<file path="src/inc/fsw_consts.svh">
`ifndef FSW_CONSTS_SVH
`define FSW_CONSTS_SVH
// Block number width
`define FSW_BLK_W        8
// Window bounds after reset: whole flash open
`define FSW_START_RST    8'h00
`define FSW_END_RST      8'hff
// Flash block size in bytes and boot cluster size in bytes
`define FSW_BLOCK_BYTES  32'h400
`define FSW_CLUSTER_BYTES 32'h1000
// Boot cluster 0 starts at address zero
`define FSW_BC0_BASE     20'h00000
// Last byte of boot cluster 0
`define FSW_BC0_LAST     (`FSW_BC0_BASE + `FSW_CLUSTER_BYTES - 32'h1)
// Address width
`define FSW_ADDR_W       20
`endif

</file>
<file path="src/inc/fsw_pkg.sv">
package fsw_pkg;
  // Kind of flash request
  typedef enum logic [1:0] {
    OP_NONE  = 2'b00,
    OP_WRITE = 2'b01,
    OP_ERASE = 2'b11
  } fsw_op_t;
  // Programming context of the request
  typedef enum logic {
    CTX_SELF = 1'b0,
    CTX_EXT  = 1'b1
  } fsw_ctx_t;
endpackage : fsw_pkg

</file>
<file path="src/rtl/flash_shield_window_guard.sv">
`timescale 1ns/10ps
`include "fsw_consts.svh"
// Contract
// - Self programming: refuse outside window, allow inside
// - Window is first block to last block
// - Bounds settable in self and external programming
// - External programming ignores window
// - Boot cluster 0 prohibition overrides window
// - Boot cluster spans exactly 4 KB
module flash_shield_window_guard #(
  parameter int ADDR_W = `FSW_ADDR_W,
  parameter int BLK_W  = `FSW_BLK_W
) (
  input  wire logic              core_clk_in,    // System clock, 50 MHz
  input  wire logic              rst_b_in,       // Async reset, active low
  input  wire fsw_pkg::fsw_ctx_t ctx_in,         // Self or external programming
  input  wire logic              win_set_in,     // Load window bounds, pulse
  input  wire logic [BLK_W-1:0]  win_start_in,   // New first block
  input  wire logic [BLK_W-1:0]  win_end_in,     // New last block
  input  wire logic              bc0_protect_in, // Boot cluster 0 rewrite prohibited
  input  wire logic              req_valid_in,   // Request strobe, pulse
  input  wire fsw_pkg::fsw_op_t  req_op_in,      // Write or block erase
  input  wire logic [ADDR_W-1:0] req_addr_in,    // Target byte address
  output logic                   grant_out,      // Request allowed, pulse
  output logic                   fail_out,       // Request refused, pulse
  output logic [BLK_W-1:0]       win_start_out,  // Current first block
  output logic [BLK_W-1:0]       win_end_out     // Current last block
);
  import fsw_pkg::*;

  // Shift amounts follow block and cluster sizes
  localparam int BLK_SH = $clog2(`FSW_BLOCK_BYTES);   // Byte address to block number
  localparam int BC_SH  = $clog2(`FSW_CLUSTER_BYTES); // Byte address to cluster number

  logic [BLK_W-1:0] win_start_ff; // First writable block
  logic [BLK_W-1:0] win_end_ff;   // Last writable block
  logic             grant_ff;     // Registered grant
  logic             fail_ff;      // Registered failure
  logic [BLK_W-1:0] req_blk;      // Block of the request
  logic             in_window;    // Block inside the window
  logic             in_bc0;       // Address inside boot cluster 0
  logic             is_op;        // Valid write or erase
  logic             allow;        // Final decision

  // Window bounds, loadable in either context
  // A load and a request in one cycle: the request
  // still sees the bounds stored before the load
  always_ff @(posedge core_clk_in or negedge rst_b_in)
  begin
    if (!rst_b_in)
    begin
      win_start_ff <= `FSW_START_RST;
      win_end_ff   <= `FSW_END_RST;
    end
    else if (win_set_in)
    begin
      // No context check: both contexts may set bounds
      win_start_ff <= win_start_in;
      win_end_ff   <= win_end_in;
    end
  end

  // Block number from byte address
  assign req_blk = BLK_W'(req_addr_in >> BLK_SH);

  // Inclusive window compare
  fsw_bound_cmp #(
    .BLK_W (BLK_W)
  ) u_cmp (
    .blk_in     (req_blk),
    .lo_in      (win_start_ff),
    .hi_in      (win_end_ff),
    .inside_out (in_window)
  );

  // Boot cluster 0 is one 4 KB span from its base
  assign in_bc0 = ((req_addr_in >> BC_SH) == (ADDR_W'(`FSW_BC0_BASE) >> BC_SH));

  assign is_op = req_valid_in && ((req_op_in == OP_WRITE) || (req_op_in == OP_ERASE));

  // Decision: boot cluster first, then context, then window
  // Lock order matters: the boot cluster lock must
  // beat both the external bypass and the window
  always_comb
  begin
    if (bc0_protect_in && in_bc0)
      allow = 1'b0;
    else if (ctx_in == CTX_EXT)
      allow = 1'b1;
    else
      allow = in_window;
  end

  // One-cycle answer per request
  // Unknown operation codes fall through with no answer
  always_ff @(posedge core_clk_in or negedge rst_b_in)
  begin
    if (!rst_b_in)
    begin
      grant_ff <= 1'b0;
      fail_ff  <= 1'b0;
    end
    else
    begin
      grant_ff <= is_op && allow;
      fail_ff  <= is_op && !allow;
    end
  end

  assign grant_out     = grant_ff;
  assign fail_out      = fail_ff;
  assign win_start_out = win_start_ff;
  assign win_end_out   = win_end_ff;
endmodule : flash_shield_window_guard

</file>
<file path="src/rtl/fsw_bound_cmp.sv">
`timescale 1ns/10ps
`include "fsw_consts.svh"
// Inclusive range compare of a block number
module fsw_bound_cmp #(
  parameter int BLK_W = `FSW_BLK_W
) (
  input  wire logic [BLK_W-1:0] blk_in,    // Block under test
  input  wire logic [BLK_W-1:0] lo_in,     // First block
  input  wire logic [BLK_W-1:0] hi_in,     // Last block
  output logic                  inside_out // Block within bounds
);
  // Both ends count as inside
  assign inside_out = (blk_in >= lo_in) && (blk_in <= hi_in);
endmodule : fsw_bound_cmp

</file>
<file path="config.mk">
export PLATFORM = sky130hd
export DESIGN_NAME = flash_shield_window_guard
export DESIGN_NICKNAME = d
export VERILOG_FILES = /design/src/inc/fsw_pkg.sv /design/src/rtl/flash_shield_window_guard.sv /design/src/rtl/fsw_bound_cmp.sv
export VERILOG_INCLUDE_DIRS = /design/src /design/src/inc
export SDC_FILE = /design/constraint.sdc
export NUM_CORES = 1
export LEC_CHECK = 0
export BUFFER_PORTS_ARGS = -buffer_cell sky130_fd_sc_hd__buf_4
export CAP_MARGIN = 20
export CORE_MARGIN = 2
export CORE_UTILIZATION = 41
export CTS_BUF_LIST = sky130_fd_sc_hd__clkbuf_4
export DETAILED_ROUTE_END_ITERATION = 7
export MAX_ROUTING_LAYER = met4
export PLACE_DENSITY = 0.86
export SLEW_MARGIN = 25
export SYNTH_ARGS = -nofsm -noshare
export SYNTH_HDL_FRONTEND = slang
export SYNTH_HIERARCHICAL = 1
export SYNTH_SLANG_ARGS = --single-unit
</file>
<file path="constraint.sdc">
create_clock -name core_clk_in -period 1.87 [get_ports core_clk_in]
set_input_delay 0.2805 -clock core_clk_in [delete_from_list [all_inputs] [get_ports core_clk_in]]
set_output_delay 0.2805 -clock core_clk_in [all_outputs]
set_load 0.01 [all_outputs]
</file>
# Yosys cells after proc, flatten, opt, wreduce, memory -nomap -nowiden
# Cells that the tools add are included.
# classes
eq_ne	2
reduce_logical	8
magnitude_cmp	2
n_mux	2
# ops
cell	count
$logic_not 20->1	1
$ge 8x8->1	1
$le 8x8->1	1
$logic_and 1x1->1	5
$eq 2x1->1 const B	1
$eq 2x2->1 const B	1
$mux 1	2
$logic_not 1->1	1
$logic_or 1x1->1	1
# totals
inputBits	44
output_inout_bits	18
elab_cells	18
reg_bits	18

# Logic depth before layout (Yosys ltp)
# depth
ltp_word	6
depth_mapped	9
depth_no_buf	9

# By module
# The synthesis kept the hierarchy.
# modules_own_cells
module	area_per_inst_um2	instances	seq_area_each_um2	cells_per_inst
flash_shield_window_guard	750.7	1	460.4	44
fsw_bound_cmp	401.6	1	0.0	57

# Worst setup path after synthesis
# OpenSTA, ideal clock, no wires.
# synth_timing
path_type	flip-flop to flip-flop
startpoint	reg win_end_ff[7] (netlist: win_end_out[7])
endpoint	reg grant_ff (netlist: grant_out)
path_buffers	0
t_arrival_ns	1.790
stages_incl_launch_ff	10
setup_slack_ns	0.007
required_time_ns	1.797
path_cell_list	dfstp_2 inv_1 ha_1 nand4_2 nor3_2 nor2_1 a211oi_2 nor2_1 a31oi_1 nor2b_1
# synth_between
elab_chain_len	5
# synth_rtl
item	line_no	rtl
start, declared	flash_shield_window_guard.sv:36	logic [BLK_W-1:0] win_end_ff;
start signal, assigned	flash_shield_window_guard.sv:53	win_end_ff <= `FSW_END_RST;
start signal, assigned	flash_shield_window_guard.sv:59	win_end_ff <= win_end_in;
$le 8x8->1	fsw_bound_cmp.sv:13	assign inside_out = (blk_in >= lo_in) && (blk_in <= hi_in);
$logic_and 1x1->1	fsw_bound_cmp.sv:13	
net in_window	flash_shield_window_guard.sv:40	logic in_window;
$mux 1	flash_shield_window_guard.sv:88	else if (ctx_in == CTX_EXT)
$mux 1	flash_shield_window_guard.sv:86	if (bc0_protect_in && in_bc0)
$logic_and 1x1->1	flash_shield_window_guard.sv:105	grant_ff <= is_op && allow;
end signal, assigned	flash_shield_window_guard.sv:105	
end, declared	flash_shield_window_guard.sv:37	logic grant_ff;
# The timed path passes the listed nets, and every way through them passes these cells.
# A chain may end at the register's enable or synchronous reset.

# Final worst setup path
# layout_timing
startpoint	reg win_end_ff[1] (netlist: win_end_out[1])
endpoint	reg grant_ff (netlist: grant_out)
# Same word-level chain as after synthesis.

==> results_dict.tcl <==
set metrics [dict create \
    outcome "finished, violations left" \
    violated_checks "negative setup slack" \
    globalRoute.busiestLayer "met2" \
    finalMaxSlewViolations 0 \
    cp-end-kind "flip-flop" \
    cpPeakStageDelay_ps 560 \
    worstHoldPathType "in -> reg" \
    ctsHtreeMaxLevel 1 \
    ys_top_cells_by_area "dfrtp_1 (22%), dfstp_2 (18%), ha_1 (17%), mux2_4 (13%), mux2_2 (5.9%)" \
    die_width_um 57.0 \
    max_slew_margin 0.821 \
    antenna_violating_nets_post_route 0 \
    crit_path_start_kind "flip-flop" \
    synth_largest_type_area_fraction 0.217 \
    max_slew.worst_pin.slew_ps 265 \
    drt_first_iter_violations 23 \
    max-clock-path-buffers 2 \
    timing.critical_path.from "win_end_out[1]$_DFFE_PN1P_" \
    path_depth 9 \
    detailed_place.area_um2 1580 \
    post-synth-top-area-cell "dfrtp_1" \
    finalClockSkew_ps 8.41 \
    syn-num-nets 161 \
    rrSetupSlack_ps -50 \
    finalHoldViolations 0 \
    met1_usage 0.208 \
    numCtsBuffers 3 \
    initial_core_util 0.425 \
    num-fill-cells 200 \
    dp.final_hpwl_um 2070 \
    num-nets-final 226 \
    cp_data_arrival_time_ps 2150 \
    met3_usage 0.0204 \
    antenna-diode-count 0 \
    globalRouteOverflowTotal 0 \
    timing.critical_path.cells "inv_1 > ha_4 > nand2_2 > nor3_4 > nor2_1 > a211oi_2 > nor2_1 > a31oi_1 > nor2b_1" \
    grt_util_all_layers 0.178 \
    final.setup.worst_slack_ps -54.6 \
    postRouteWirelength_um 2900 \
    cpMostUsedCell "nor2_1" \
    synth_area_um2 1150 \
    postSynthAreaPerCell_um2 11.4 \
    drt_drc_violations_left 0 \
    post-route-cell-area_um2 1750 \
    report.power.total_mw 1.10 \
    placed_cells_incl_taps 186 \
    reg2reg_to "grant_out$_DFF_PN0_" \
    finalCriticalPeriod_ps 1920 \
    place.port_buffers 50 \
    fp-row-count 19 \
    dieHeight_um 57.0 \
    worstSkewPairLatency_ps 300 \
    reg2reg_from "win_end_out[1]$_DFFE_PN1P_" \
    clock.fmax_mhz 520 \
    ys_ff_latch 18 \
    number_of_flops_mapped_to_enable_cells_by_yosys 0 \
    async_reset_ff_frac 1.00 \
    grt_use_met2 0.297 \
    fin_tns_setup_ps -54.7 \
    maximum_fanout_encountered_on_the_critical_timing_path 2 \
    fin_crit_sh 1.03 \
    fin_cells 196 \
    tritoncts "built" \
    total_leakage_power_nw 0.895 \
    first_pass_grt_wire_length_um 4260 \
    number_of_top_level_design_ports 62 \
    clock_sink_count 18 \
    timing.critical_path.buf_inv 1 \
    first_global_vias 977 \
    dominantRegCellSynth "dfrtp_1" \
    coreArea_um2 2710 \
    grt_antenna_before_repair 0 \
    grt_max_degree 19 \
    timing.critical_path.required_ps 2100 \
    synth-seq-area-share 0.400 \
    areaGrowthSynthToFinish_pct 51.8 \
    cell_family_with_the_largest_share_of_critical_path_delay "simple AND/OR/NAND/NOR gates" \
    timing.critical_path.to "grant_out$_DFF_PN0_" \
    unrepaired_setup_endpoints_after_global_routing "true" \
    power_density_nw_per_um2 626 \
    post_synth_inst_count 101 \
    clk_transition_reported_paths_ps 110 \
    firstDrtPassIters 4 \
    avgRoutedWirePerCell_um 14.8 \
    final_core_utilization 0.645 \
    route.detailed.vias_per_inst 5.07 \
    ys_warn_count 6 \
    finalWeightedCongestion 0.883 \
    num_vias 994 \
    synth_top_cells_by_count "ha_1 (16), inv_1 (16), dfrtp_1 (10), mux2_4 (10), dfstp_2 (8)" \
    dieArea_um2 3250 \
    final-setup-viol-count 2 \
    drive_gt1_frac 0.618 \
    cell_at_the_root_of_the_clock_tree "clkbuf_4" \
    crit_path_top_delay_cell "dfstp_2" \
    timing.reg2reg.worst_path_depth 9 \
    criticalPathCategory "reg -> reg" \
    unique_masters_post_synth 22 \
    ir_worst_vdd_mv 0.516 \
    drv_cap 0 \
]
[through the flow]
| step | setup WS (ps) | hold WS (ps) |
|---|---|---|
| final | -54.6 | 197 |
| after detailed placement | -92.8 | 164 |
| after global placement | -29.3 | 155 |
| after global routing | -138 | 191 |
| after floorplan | 7.02 | -15.1 |
| after CTS | 1.65 | 193 |
[cells by family after synthesis]
group,Yosys count,share of synthesized area
AOI/OAI and AO/OA,14,0.0706
adders and majority gates,16,0.174
buffers and inverters,18,0.0793
DFF,18,0.400
muxes,16,0.189
and+or+nand+nor,19,0.0880
[cell usage in the layout (no fill, tap or decap), drive strengths merged, types with 3 or more instances in the layout]
| cell type | synthesis | layout |
|---|---|---|
| o21ai | 4 | 4 |
| inv | 16 | 16 |
| nor2 | 6 | 6 |
| dfrtp | 10 | 10 |
| dfstp | 8 | 8 |
| clkbuf | 0 | 3 |
| nand2 | 5 | 5 |
| nor3 | 3 | 3 |
| mux2 | 16 | 16 |
| ha | 16 | 16 |
| a21oi | 7 | 7 |
| buf | 2 | 61 |
[what timing repair did]
| action | in CTS | in global routing |
|---|---|---|
| hold buffers | 1 | 0 |
| gates cloned | 0 | 0 |
| endpoints found under the hold margin | 10 | 0 |
| gates resized for setup | 2 | 12 |
| setup endpoints to repair | 2 | 2 |
| buffers inserted | 3 | 2 |
| pin swaps | 2 | 1 |
[flip-flops by register name (all words and copies together), names as in the netlist]
register,cells
grant_out,1
fail_out,1
win_start_out,8
win_end_out,8
[layer usage]
metal / wire (um) / up-vias / part of all wire
met4: 97 / 0 / 0.033
li1: - / 474 / -
met3: 155 / 10 / 0.053
met5: 0 / - / 0
met2: 1530 / 38 / 0.53
met1: 1120 / 472 / 0.39
[power breakdown]
group / leakage [nW] / switching (mW) / internal (mW)
clock network: 0.0154 / 0.127 / 0.0779
registers: 0.205 / 0.0268 / 0.440
logic: 0.675 / 0.182 / 0.242
[area by class of cell]
class                           instances  area (um2)  share of cell area
Inverter                               16        60.1              0.0343
Tap cell                               31        38.8              0.0222
Timing Repair Buffer                   62         468               0.268
Multi-Input combinational cell         65         696               0.398
Clock inverter                          1        3.75             0.00215
Clock buffer                            3        22.5              0.0129
Sequential cell                        18         460               0.263
[worst min path at each step]
stage | startpoint | endpoint | slack (ps) | cells after the start
after floorplan | rst_b_in | fail_out$_DFF_PN0_ | -20 | 0
after global placement | rst_b_in | win_start_out[0]$_DFFE_PN0P_ | 160 | 1
after detailed placement | rst_b_in | win_start_out[0]$_DFFE_PN0P_ | 160 | 1
after CTS | win_start_in[5] | win_start_out[5]$_DFFE_PN0P_ | 190 | 2
after global routing | win_start_in[0] | win_start_out[0]$_DFFE_PN0P_ | 190 | 2
final | win_start_in[5] | win_start_out[5]$_DFFE_PN0P_ | 200 | 2
[worst reg2reg max path, stage by stage (launching register included)]
cell,delay [ps]
dfstp_2,560
inv_1,70
ha_4,270
nand2_2,60
nor3_4,190
nor2_1,80
a211oi_2,200
nor2_1,70
a31oi_1,190
nor2b_1,170
Note: power is estimated with default switching activity, not from simulation.
